--- config.mk ---
export PLATFORM = sky130hd
export DESIGN_NAME = hcn_top
export DESIGN_NICKNAME = d
export VERILOG_FILES = /design/src/rtl/hcn_pkg.sv /design/src/rtl/hcn_top.sv
export SDC_FILE = /design/constraint.sdc
export NUM_CORES = 1
export LEC_CHECK = 0
export BUFFER_PORTS_ARGS = -buffer_cell sky130_fd_sc_hd__buf_4
export CORE_MARGIN = 2
export CORE_UTILIZATION = 50
export DETAILED_ROUTE_END_ITERATION = 12
export PLACE_DENSITY = 0.8
export SYNTH_ARGS = -nofsm -noshare
export SYNTH_HDL_FRONTEND = slang
export SYNTH_SLANG_ARGS = --single-unit
export TNS_END_PERCENT = 30
--- constraint.sdc ---
create_clock -name pclk -period 4.9 [get_ports pclk]
set_clock_uncertainty 0.2 [all_clocks]
set_input_delay 0.49 -clock pclk [delete_from_list [all_inputs] [get_ports pclk]]
set_output_delay 0.49 -clock pclk [all_outputs]
set_load 0.05 [all_outputs]
--- src/rtl/hcn_pkg.sv ---
// package for the handshake capability negotiation block
`default_nettype none
package hcn_pkg;
    // register byte offsets
    localparam logic [7:0] HCN_CTRL_OFS = 8'h00;
    localparam logic [7:0] HCN_LCAP_OFS = 8'h04;
    localparam logic [7:0] HCN_LVAL_OFS = 8'h08;
    localparam logic [7:0] HCN_RCAP_OFS = 8'h0C;
    localparam logic [7:0] HCN_RVAL_OFS = 8'h10;
    localparam logic [7:0] HCN_CL_OFS = 8'h14;
    localparam logic [7:0] HCN_MS_OFS = 8'h18;
    localparam logic [7:0] HCN_MSV_OFS = 8'h1C;
    localparam logic [7:0] HCN_STAT_OFS = 8'h20;
    // ctrl bits (write one, self clearing; USPREF is a level kept until the next control write)
    localparam int HCN_C_RESET = 0;
    localparam int HCN_C_LOS = 1;
    localparam int HCN_C_ERR = 2;
    localparam int HCN_C_NET = 3;
    localparam int HCN_C_START = 4;
    localparam int HCN_C_CLSENT = 5;
    localparam int HCN_C_CLRRX = 6;
    localparam int HCN_C_SEL = 7;
    localparam int HCN_C_DONE = 8;
    localparam int HCN_C_USPREF = 9;
    // capability field positions (level 1 and level 2 bits)
    localparam int HCN_B_MODE = 0;
    localparam int HCN_B_USOPT = 1;
    localparam int HCN_B_DSOPT = 2;
    localparam int HCN_B_EOC = 3;
    localparam int HCN_B_USBND = 4;
    localparam int HCN_B_DSBND = 5;
    localparam int HCN_B_XFORM = 6;
    localparam int HCN_B_CE = 7;
    localparam int HCN_B_RFI = 8;
    localparam int HCN_CAPW = 9;
    // value fields: transform size [3:0], initial ce length [15:8]
    localparam int HCN_V_XF_LO = 0;
    localparam int HCN_V_XF_W = 4;
    localparam int HCN_V_CE_LO = 8;
    localparam int HCN_V_CE_W = 8;
    localparam logic [HCN_CAPW-1:0] HCN_CAP_RST = 9'h000;
    localparam logic [31:0] HCN_ZERO = 32'h0000_0000;
    localparam logic [31:0] HCN_BAD = 32'hDEAD_0BAD;
    typedef enum logic [2:0] {
        HCN_SILENT1 = 3'b000,
        HCN_INITRST = 3'b001,
        HCN_HSHAKE = 3'b010,
        HCN_QUIET = 3'b011,
        HCN_OTHER = 3'b100
    } hcn_state_e;
endpackage
`default_nettype wire

--- src/rtl/hcn_top.sv ---
// handshake capability negotiation, central side, with apb registers
//
// Function
// send transform size, ce length, optional band
// powerup, los, error enter silent state
// network order: init reset, then handshake
// selected mode concludes into quiet state
// cl sets level one mode bit
// every set spar2 bit carries npar3
// cl band bits only if capable
// cl eoc bit only if oam capable
// used band lists exclude optional band
// cl transform bit always one, max size
// cl ce bit zero means mandatory only
// mandatory ce if either supports only it
// cl rfi bit optional, list follows
// ms sets level one mode bit (code sets it only when both stored cl and clr mode bits are set)
// both bands common: pick exactly one
// no common band: clear both bits
// ms band bit needs cl and clr
// ms eoc bit needs cl and clr
// ms used bands and rfi zero
// ms transform one, common max size
// ms ce one only if both one
// keep last cl and clr capabilities
// clear stored caps on silent entry
//
// register map, one aligned word each
// 0x00 control, write-one pulses, reads zero:
//   b0 power-up, b1 loss of signal, b2 init error: back to silent
//   b3 network order to init reset, b4 start handshake
//   b5 cl sent, b6 clr received, b7 build ms, b8 handshake done
//   b9 upstream preference level, reloaded from pwdata on every control write
// 0x04 local caps, 0x08 local values
// 0x0C received caps, 0x10 received values (written by the framer)
// 0x14 stored cl, 0x18 ms bits, 0x1C ms values, 0x20 state
// cap bits: b0 mode, b1 us band, b2 ds band, b3 eoc, b4 used us,
//   b5 used ds, b6 transform, b7 ce, b8 rfi
// values: [3:0] transform size code, [15:8] initial ce length
// silent events win over any other event in the same write
// no framing here: the framer deposits clr contents and sends
//   what the cl and ms registers hold
`default_nettype none
module hcn_top
    import hcn_pkg::*;
(
    input wire logic pclk,
    input wire logic presetn,
    input wire logic psel,
    input wire logic penable,
    input wire logic pwrite,
    input wire logic [7:0] paddr,
    input wire logic [31:0] pwdata,
    output logic [31:0] prdata,
    output logic pready,
    output logic pslverr,
    output logic [2:0] hs_state,
    output logic mode_quiet
);

    // =====================================================
    // bus decode
    // =====================================================
    logic acc;
    logic wr;
    logic hit;
    assign acc = psel & penable;
    assign wr = acc & pwrite;

    function automatic logic is_mapped(input logic [7:0] a);
        is_mapped = (a == HCN_CTRL_OFS) || (a == HCN_LCAP_OFS) || (a == HCN_LVAL_OFS) ||
            (a == HCN_RCAP_OFS) || (a == HCN_RVAL_OFS) || (a == HCN_CL_OFS) ||
            (a == HCN_MS_OFS) || (a == HCN_MSV_OFS) || (a == HCN_STAT_OFS);
    endfunction

    function automatic logic [HCN_V_XF_W-1:0] min_xf(input logic [HCN_V_XF_W-1:0] a,
                                                      input logic [HCN_V_XF_W-1:0] b);
        min_xf = (a < b) ? a : b;
    endfunction

    assign hit = is_mapped(paddr);

    logic ctl_wr;
    assign ctl_wr = wr && (paddr == HCN_CTRL_OFS);
    function automatic logic cbit(input logic en, input logic [31:0] d, input int n);
        cbit = en & d[n];
    endfunction

    // =====================================================
    // control events, one-cycle pulses from control writes
    // =====================================================
    logic go_silent;
    logic go_net;
    logic go_start;
    logic ev_clsent;
    logic ev_clrrx;
    logic ev_sel;
    logic ev_done;
    assign go_silent = cbit(ctl_wr, pwdata, HCN_C_RESET) | cbit(ctl_wr, pwdata, HCN_C_LOS) |
        cbit(ctl_wr, pwdata, HCN_C_ERR);
    assign go_net = cbit(ctl_wr, pwdata, HCN_C_NET);
    assign go_start = cbit(ctl_wr, pwdata, HCN_C_START);
    assign ev_clsent = cbit(ctl_wr, pwdata, HCN_C_CLSENT);
    assign ev_clrrx = cbit(ctl_wr, pwdata, HCN_C_CLRRX);
    assign ev_sel = cbit(ctl_wr, pwdata, HCN_C_SEL);
    assign ev_done = cbit(ctl_wr, pwdata, HCN_C_DONE);

    // =====================================================
    // local capability configuration
    // =====================================================
    logic [HCN_CAPW-1:0] lcap_q;
    logic [31:0] lval_q;
    logic [HCN_CAPW-1:0] rcap_q;
    logic [31:0] rval_q;
    logic us_pref_q;

    always_ff @(posedge pclk or negedge presetn) begin
        if (!presetn) begin
            lcap_q <= HCN_CAP_RST;
        end else if (wr && paddr == HCN_LCAP_OFS) begin
            lcap_q <= pwdata[HCN_CAPW-1:0];
        end
    end

    always_ff @(posedge pclk or negedge presetn) begin
        if (!presetn) begin
            lval_q <= HCN_ZERO;
        end else if (wr && paddr == HCN_LVAL_OFS) begin
            lval_q <= pwdata;
        end
    end

    // remote clr contents are deposited by the handshake framer
    always_ff @(posedge pclk or negedge presetn) begin
        if (!presetn) begin
            rcap_q <= HCN_CAP_RST;
        end else if (wr && paddr == HCN_RCAP_OFS) begin
            rcap_q <= pwdata[HCN_CAPW-1:0];
        end
    end

    always_ff @(posedge pclk or negedge presetn) begin
        if (!presetn) begin
            rval_q <= HCN_ZERO;
        end else if (wr && paddr == HCN_RVAL_OFS) begin
            rval_q <= pwdata;
        end
    end

    always_ff @(posedge pclk or negedge presetn) begin
        if (!presetn) begin
            us_pref_q <= 1'b0;
        end else if (ctl_wr) begin
            us_pref_q <= pwdata[HCN_C_USPREF];
        end
    end

    // =====================================================
    // cl message build
    // =====================================================
    logic [HCN_CAPW-1:0] cl_bits;
    always_comb begin
        cl_bits = lcap_q;
        cl_bits[HCN_B_MODE] = 1'b1;
        cl_bits[HCN_B_XFORM] = 1'b1;
        // band and eoc flags come only from capability config
        cl_bits[HCN_B_USOPT] = lcap_q[HCN_B_USOPT];
        cl_bits[HCN_B_DSOPT] = lcap_q[HCN_B_DSOPT];
        cl_bits[HCN_B_EOC] = lcap_q[HCN_B_EOC];
        // used-band and rfi lists are held by the framer; flags optional
        cl_bits[HCN_B_USBND] = lcap_q[HCN_B_USBND];
        cl_bits[HCN_B_DSBND] = lcap_q[HCN_B_DSBND];
        cl_bits[HCN_B_RFI] = lcap_q[HCN_B_RFI];
        cl_bits[HCN_B_CE] = lcap_q[HCN_B_CE];
    end

    // =====================================================
    // handshake state
    // =====================================================
    hcn_state_e st_q;
    logic [HCN_CAPW-1:0] ms_q;
    logic [31:0] msv_q;
    always_ff @(posedge pclk or negedge presetn) begin
        if (!presetn) begin
            st_q <= HCN_SILENT1;
        end else if (go_silent) begin
            st_q <= HCN_SILENT1;
        end else begin
            unique case (st_q)
                HCN_SILENT1: begin
                    if (go_net) st_q <= HCN_INITRST;
                    else if (go_start) st_q <= HCN_HSHAKE;
                end
                HCN_INITRST: begin
                    if (go_start) st_q <= HCN_HSHAKE;
                end
                HCN_HSHAKE: begin
                    if (ev_done) st_q <= ms_q[HCN_B_MODE] ? HCN_QUIET : HCN_OTHER;
                end
                HCN_QUIET: begin
                end
                HCN_OTHER: begin
                end
                default: st_q <= HCN_SILENT1;
            endcase
        end
    end

    // =====================================================
    // stored cl and clr, ms derivation
    // =====================================================
    logic [HCN_CAPW-1:0] scl_q;
    logic [31:0] sclv_q;
    logic [HCN_CAPW-1:0] sclr_q;
    logic [31:0] sclrv_q;
    logic [HCN_CAPW-1:0] ms_d;
    logic [31:0] msv_d;
    logic in_hs;
    assign in_hs = (st_q == HCN_HSHAKE);

    always_ff @(posedge pclk or negedge presetn) begin
        if (!presetn) begin
            scl_q <= HCN_CAP_RST;
            sclv_q <= HCN_ZERO;
        end else if (go_silent) begin
            scl_q <= HCN_CAP_RST;
            sclv_q <= HCN_ZERO;
        end else if (in_hs && ev_clsent) begin
            scl_q <= cl_bits;
            sclv_q <= lval_q;
        end
    end

    always_ff @(posedge pclk or negedge presetn) begin
        if (!presetn) begin
            sclr_q <= HCN_CAP_RST;
            sclrv_q <= HCN_ZERO;
        end else if (go_silent) begin
            sclr_q <= HCN_CAP_RST;
            sclrv_q <= HCN_ZERO;
        end else if (in_hs && ev_clrrx) begin
            sclr_q <= rcap_q;
            sclrv_q <= rval_q;
        end
    end

    logic both_us;
    logic both_ds;
    logic both_ce;
    always_comb begin
        both_us = scl_q[HCN_B_USOPT] & sclr_q[HCN_B_USOPT];
        both_ds = scl_q[HCN_B_DSOPT] & sclr_q[HCN_B_DSOPT];
        both_ce = scl_q[HCN_B_CE] & sclr_q[HCN_B_CE];
        ms_d = HCN_CAP_RST;
        ms_d[HCN_B_MODE] = scl_q[HCN_B_MODE] & sclr_q[HCN_B_MODE];
        // with both directions common only one survives, steered by preference
        if (both_us && both_ds) begin
            ms_d[HCN_B_USOPT] = us_pref_q;
            ms_d[HCN_B_DSOPT] = ~us_pref_q;
        end else begin
            ms_d[HCN_B_USOPT] = both_us;
            ms_d[HCN_B_DSOPT] = both_ds;
        end
        ms_d[HCN_B_EOC] = scl_q[HCN_B_EOC] & sclr_q[HCN_B_EOC];
        ms_d[HCN_B_XFORM] = 1'b1;
        ms_d[HCN_B_CE] = both_ce;
        msv_d = HCN_ZERO;
        msv_d[HCN_V_XF_LO +: HCN_V_XF_W] = min_xf(sclv_q[HCN_V_XF_LO +: HCN_V_XF_W],
            sclrv_q[HCN_V_XF_LO +: HCN_V_XF_W]);
        // npar3 ce field only present when the ce bit is set
        if (both_ce) msv_d[HCN_V_CE_LO +: HCN_V_CE_W] = sclv_q[HCN_V_CE_LO +: HCN_V_CE_W];
    end

    always_ff @(posedge pclk or negedge presetn) begin
        if (!presetn) begin
            ms_q <= HCN_CAP_RST;
        end else if (go_silent) begin
            ms_q <= HCN_CAP_RST;
        end else if (in_hs && ev_sel) begin
            ms_q <= ms_d;
        end
    end

    always_ff @(posedge pclk or negedge presetn) begin
        if (!presetn) begin
            msv_q <= HCN_ZERO;
        end else if (go_silent) begin
            msv_q <= HCN_ZERO;
        end else if (in_hs && ev_sel) begin
            msv_q <= msv_d;
        end
    end

    // =====================================================
    // apb read and outputs
    // =====================================================
    logic [31:0] rdat;
    always_comb begin
        rdat = HCN_ZERO;
        unique case (paddr)
            HCN_LCAP_OFS: begin
                rdat[HCN_CAPW-1:0] = lcap_q;
            end
            HCN_LVAL_OFS: begin
                rdat = lval_q;
            end
            HCN_RCAP_OFS: begin
                rdat[HCN_CAPW-1:0] = rcap_q;
            end
            HCN_RVAL_OFS: begin
                rdat = rval_q;
            end
            HCN_CL_OFS: begin
                rdat[HCN_CAPW-1:0] = scl_q;
            end
            HCN_MS_OFS: begin
                rdat[HCN_CAPW-1:0] = ms_q;
            end
            HCN_MSV_OFS: begin
                rdat = msv_q;
            end
            HCN_STAT_OFS: begin
                rdat[$bits(st_q)-1:0] = st_q;
            end
            default: begin
                rdat = hit ? HCN_ZERO : HCN_BAD;
            end
        endcase
    end

    // read data is taken in the setup cycle so it stands for the whole access
    always_ff @(posedge pclk or negedge presetn) begin
        if (!presetn) begin
            prdata <= HCN_ZERO;
        end else if (psel & ~penable & ~pwrite) begin
            prdata <= rdat;
        end
    end

    // no wait states: every access phase lasts exactly one cycle
    always_ff @(posedge pclk or negedge presetn) begin
        if (!presetn) begin
            pready <= 1'b0;
        end else begin
            pready <= psel & ~penable;
        end
    end

    always_ff @(posedge pclk or negedge presetn) begin
        if (!presetn) begin
            pslverr <= 1'b0;
        end else begin
            pslverr <= psel & ~penable & ~hit;
        end
    end

    always_ff @(posedge pclk or negedge presetn) begin
        if (!presetn) begin
            hs_state <= HCN_SILENT1;
        end else begin
            hs_state <= st_q;
        end
    end

    always_ff @(posedge pclk or negedge presetn) begin
        if (!presetn) begin
            mode_quiet <= 1'b0;
        end else begin
            mode_quiet <= (st_q == HCN_QUIET);
        end
    end

endmodule
`default_nettype wire

Word-level counts from Yosys, hierarchy flattened

Cells that the tools add are included.

Bits of input ports: 45
Logic and storage cells: 107
Flip-flop bits (word level): 202

Bitwise gates (word level): 25
Reduce and logical (&&, ||, !) cells: 25
Magnitude comparators: 1
Mux-type cells: 25
Equality and inequality tests: 14

Operator list:

| operator                                                              | count |
|---|---|
| 32-bit 2-to-1 mux                                                     | 3 |
| 23-bit one-hot mux with 4 select lines                                | 1 |
| 6-bit one-hot mux with 8 select lines                                 | 1 |
| 9-bit 2-to-1 mux                                                      | 4 |
| 8-bit by 5-bit equality test with 1-bit output, second input constant | 4 |
| 16-bit 2-to-1 mux                                                     | 2 |
| 8-bit 2-to-1 mux                                                      | 3 |
| 3-bit one-hot mux with 8 select lines                                 | 1 |
| 1-bit AND                                                             | 19 |
| 8-bit by 4-bit equality test with 1-bit output, second input constant | 2 |
| 3-bit 2-to-1 mux                                                      | 5 |
| 4-bit 2-to-1 mux                                                      | 3 |
| 3-bit one-hot mux with 4 select lines                                 | 1 |
| 1-bit logical AND                                                     | 9 |
| 8-bit by 3-bit equality test with 1-bit output, second input constant | 1 |
| 8-bit by 6-bit equality test with 1-bit output, second input constant | 1 |
| 8-bit zero test                                                       | 1 |
| 1-bit logical OR                                                      | 8 |
| 3-bit by 2-bit equality test with 1-bit output, second input constant | 2 |
| 2-bit nonzero test                                                    | 3 |
| 5-bit OR reduction                                                    | 1 |
| 4-bit less-than comparator                                            | 1 |
| 1-bit NOT                                                             | 4 |
| 3-bit by 1-bit equality test with 1-bit output, second input constant | 1 |
| 8 further kinds                                                       | 9 |

Longest topological paths before layout

Depth in word-level cells: 11
Mapped depth: 8
Gate-level depth less buffers: 6

Worst setup path after synthesis

OpenSTA, ideal clock, no wires.

Kind: input to register
Start: input port paddr[2]
End: register scl_q[4]
Data arrival time: 2172 ps
Cell stages on the path: 8
Buffers on the path: 3
Path slack: 2463 ps
Cells stage by stage: or4_1 -> buf_2 -> nor3_4 -> and3_1 -> and2_4 -> buf_8 -> buf_8 -> a22o_1

Word-level cells in the longest chain between the ends: 6
Elaborated cells between the ends (all ways): 11

Ends and longest elaborated chain:

| item                                                          | RTL line       | text |
|---|---|---|
| start: declaration                                            | hcn_top.sv:52  | `input wire logic [7:0] paddr,` |
| 8-bit zero test (*)                                           | hcn_top.sv:84  | `assign ctl_wr = wr && (paddr == HCN_CTRL_OFS);` |
| 1-bit logical AND (*)                                         | hcn_top.sv:84  |  |
| 1-bit AND                                                     | hcn_top.sv:86  | `cbit = en & d[n];` |
| 1-bit bitwise OR (2 in a row)                                 | hcn_top.sv:99  | `assign go_silent = cbit(ctl_wr, pwdata, HCN_C_RESET) \| cbit(ctl_wr, pwdata, HCN_C_LOS) \|` |
| 9-bit 2-to-1 mux / 2-bit nonzero test (equally long branches) | n/a            |  |
| end signal: assignment                                        | hcn_top.sv:229 | `scl_q <= cl_bits;` |
| end: declaration                                              | hcn_top.sv:212 | `logic [HCN_CAPW-1:0] scl_q;` |

Every way passes the cells marked *; elsewhere a longest branch is shown, timed or not.
A chain may end at the register's enable or synchronous reset.

Final worst setup path

Start: input port paddr[3]
End: register prdata[11]

Word-level cells in the longest chain between the ends: 11
Elaborated cells between the ends (all ways): 20

Ends and longest elaborated chain:

| item                                                                                     | RTL line                      | text |
|---|---|---|
| 8-bit by 3-bit equality test with 1-bit output / 8-bit zero test (equally long branches) | hcn_top.sv:71, hcn_top.sv:300 |  |
| 1-bit logical OR (3 in a row)                                                            | hcn_top.sv:71                 | `is_mapped = (a == HCN_CTRL_OFS) \|\| (a == HCN_LCAP_OFS) \|\| (a == HCN_LVAL_OFS) \|\|` |
| 1-bit logical OR (3 in a row)                                                            | hcn_top.sv:72                 | `(a == HCN_RCAP_OFS) \|\| (a == HCN_RVAL_OFS) \|\| (a == HCN_CL_OFS) \|\|` |
| 1-bit logical OR (2 in a row)                                                            | hcn_top.sv:73                 | `(a == HCN_MS_OFS) \|\| (a == HCN_MSV_OFS) \|\| (a == HCN_STAT_OFS);` |
| 32-bit 2-to-1 mux                                                                        | hcn_top.sv:326                | `rdat = hit ? HCN_ZERO : HCN_BAD;` |
| 23-bit one-hot mux with 4 select lines (*)                                               | hcn_top.sv:300                | `unique case (paddr)` |
| end signal: assignment                                                                   | hcn_top.sv:336                | `prdata <= rdat;` |
| end: declaration                                                                         | hcn_top.sv:54                 | `output logic [31:0] prdata,` |

Marked as above.

==> results.sh <==
export IMPL_async_reset_ff_share_pct=100.0
export IMPL_worst_setup_path_type="in -> reg"
export IMPL_syn_nets=651
export IMPL_root_buffer="clkbuf_16"
export IMPL_report_final_hold_viol_count=0
export IMPL_grt_pass1_wl_um=29320
export IMPL_cts_sinks=171
export IMPL_wl_per_cell_um=20.92
export IMPL_mostFrequentLayoutCells="171 x dfrtp_1, 88 x buf_4, 84 x mux2_2"
export IMPL_netlist_cell_type_count=55
export IMPL_yosys_top_cells_area="dfrtp_1 58%, mux2_2 13%, a22o_1 3.8%"
export IMPL_via_count=5390
export IMPL_synth_edff_count=0
export IMPL_drt_iter0_drc=646
export IMPL_rsz0062_at_grt="no"
export IMPL_tns_ns=0
export IMPL_setup_viol=0
export IMPL_synth_main_ff_cell="dfrtp_1"
export IMPL_p_leak_nw=4.159
export IMPL_multi_input_area_um2=2903
export IMPL_grt_start_max_net_pins=71
export IMPL_stdcell_count=869
export IMPL_crit_path_start_kind="primary input"
export IMPL_cts_tree="yes"
export IMPL_coreArea_um2=14480
export IMPL_antenna_found_initial=0
export IMPL_cts_max_path_buffers=2
export IMPL_ys_seq_elements=171
export IMPL_die_y_um=125.4
export IMPL_syn_inst=603
export IMPL_syn_area_per_cell_um2=12.21
export IMPL_path_max_fanout=26
export IMPL_htreeDepth=4
export IMPL_timing_fmax_mhz=330.1
export IMPL_r2r_slack_ns=2.11
export IMPL_ios=83
export IMPL_dieArea_um2=15720
export IMPL_required_ns=5.04
export IMPL_seq_area_um2=4279
export IMPL_post_dp_hpwl_um=12020
export IMPL_cp_slowest_cell="and2_1"
export IMPL_slew_headroom_pct=14.73
export IMPL_numCtsBuffers=17
export IMPL_nets=722
export IMPL_yosys_area_top_type_share_pct=58.10
export IMPL_cts_resized=0
export IMPL_chipWidth_um=125.4
export IMPL_ys_warnings_count=0
export IMPL_drt_pass1_iter_count=6
export IMPL_cpPeakStageDelay_ns=0.98
export IMPL_status="finished, final reports clean"
export IMPL_placed_cells=838
export IMPL_drc=0
export IMPL_netlist_area_um2=7365
export IMPL_grt_use_total_pct=23.94
export IMPL_initial_utilization_pct=50.86
export IMPL_grt_pass1_vias=5526
export IMPL_syn_to_final_growth_pct=18.11
export IMPL_port_buffers=82
export IMPL_layout_worst_path_cycle_share_pct=61.82
export IMPL_diodes=0
export IMPL_ys_seq_area_share_pct=58.10
export IMPL_layout_commonest_cell="dfrtp_1"
export IMPL_vias_per_cell=6.203
export IMPL_period_minus_slack_ns=3.029
export IMPL_endpoint_kind="flip-flop"
export IMPL_fillCellCount=1109
export IMPL_worst_path_buf_inv=1
export IMPL_clkLatencyLatePin_ns=0.43
export IMPL_slew_violations=0
export IMPL_crit_chain="buf_4, nor4b_1, and2_1, a222oi_1, o22ai_1"
export IMPL_crit_arrival_ns=3.17
export IMPL_p_per_area_nw_per_um2=353.2
export IMPL_rows=44
export IMPL_final_antenna_net_count=0
export IMPL_critical_path_top_delay_family="simple AND/OR/NAND/NOR gates"
export IMPL_grt_overflow=0
export IMPL_worst_pin_slew_ns=1.276
export IMPL_drv_cap=0
export IMPL_hold_class="in -> reg"
export IMPL_gp_congestion=0.9296
export IMPL_synth_largest_area_cell="dfrtp_1"
export IMPL_vdd_drop_max_mv=0.2572
export IMPL_cts_clk_slew_worst_paths_ns=0.06
export IMPL_drive_gt1_share_pct=31.24
export IMPL_routed_wl_um=18180
-- where the power goes --
group          leakage (nW)  switching, mW  internal, mW  total (mW)
Clock                 0.282          0.543         0.788        1.33
Sequential             2.31         0.0213          1.45        1.47
Combinational          1.57          0.188        0.0850       0.273
Total                  4.16          0.753          2.32        3.07
-- layer usage --
| layer | vias up | global-route usage (%) | wire, um |
|---|---|---|---|
| li1 | 2367 | - | - |
| met1 | 2713 | 31.67 | 7505 |
| met2 | 266 | 37.82 | 8766 |
| met3 | 44 | 6.033 | 1434 |
| met4 | 0 | 10.39 | 470 |
| met5 | - | 0 | 0 |
-- worst register-to-register path: stages (launching register included) --
cell      delay (ns)
dfrtp_1         0.51
nor3b_1         0.83
nand2_1         0.12
a2111o_1        0.68
a22o_1          0.33
-- area by class of cell --
class                           instances  area share (%)
Multi-Input combinational cell        389           33.37
Tap cell                              184           2.647
Timing Repair Buffer                   90           7.839
Clock buffer                           21           5.409
Inverter                                5          0.2158
Clock inverter                          9           1.323
Sequential cell                       171           49.19
-- cell usage after synthesis (2+ instances only) --
cell type  count
a211o_1        2
a211oi_1       3
a21oi_1        9
a221oi_1      17
a222oi_1       8
a22o_1        32
a22oi_1        4
a31oi_1        2
and2_1         3
and3_1         6
buf_1          5
buf_2          3
buf_8          2
clkbuf_1      28
dfrtp_1      171
ha_1           3
inv_1          5
mux2_1         2
mux2_2        84
mux2i_1       12
mux4_2         2
nand2_1       60
nand2b_1       4
nand3_1        6
nand3b_1       3
nand4_1        3
nor2_1        31
nor2_2         2
nor2b_1        6
nor3_1         8
nor4_1         2
nor4b_1        2
o21ai_0       40
o22ai_1        8
o31ai_1        3
or3_1          2
or4_1          2
-- cells by family (layout without fill, tap and decap cells) --
| kind of cell | Yosys count | after routing | share of synthesized area [%] |
|---|---|---|---|
| AO/OA/AOI/OAI | 136 | 136 | 13.42 |
| adder cells (fa/ha/maj) | 3 | 3 | 0.5097 |
| buffers and inverters | 43 | 125 | 2.548 |
| flip-flops | 171 | 171 | 58.10 |
| multiplexers | 100 | 100 | 15.39 |
| AND/OR/NAND/NOR | 150 | 150 | 10.02 |
-- metrics by stage --
stage | area [um2] | setup slack, ns | total power [mW] | utilization [%] | hold WS, ns
after detailed placement | 8103 | 1.453 | 1.767 | 55.96 | 0.2674
after CTS | 8698 | 1.896 | 3.087 | 60.08 | 0.04715
after global routing | 8698 | 1.705 | 3.177 | 60.08 | 0.05541
final | 8698 | 1.871 | 3.073 | 60.08 | 0.05091
after floorplan | 7365 | 2.463 | 1.635 | - | -0.005591
after global placement | 8103 | 1.737 | 1.759 | 55.96 | 0.2558
-- worst paths after layout --
check,from,to,cells after the start
worst min-delay path,penable,pready,2
min in group asynchronous,presetn,lcap_q[1],2
worst min register to register,prdata[25],prdata[25],2
worst max register to register,st_q[1],sclr_q[3],4
max in group asynchronous,presetn,lval_q[16],3
worst max-delay path,paddr[3],prdata[11],5
-- flip-flops by register name (all words and copies together) (netlist names) --
signal and flops:
hs_state 3, lcap_q 9, lval_q 32, mode_quiet 1, ms_q 6, msv_q 12, prdata 32, pready 1
pslverr 1, rcap_q 9, rval_q 32, scl_q 8, sclr_q 5, sclrv_q 4, sclv_q 12, st_q 3
us_pref_q 1
-- timing repair --
item,4_1_cts,5_1_grt
hold buffers,1,0
setup buffers,0,0
setup endpoints to repair,0,0
endpoints found under the hold margin,52,0
No activity file was read; power rests on OpenSTA's default activity.
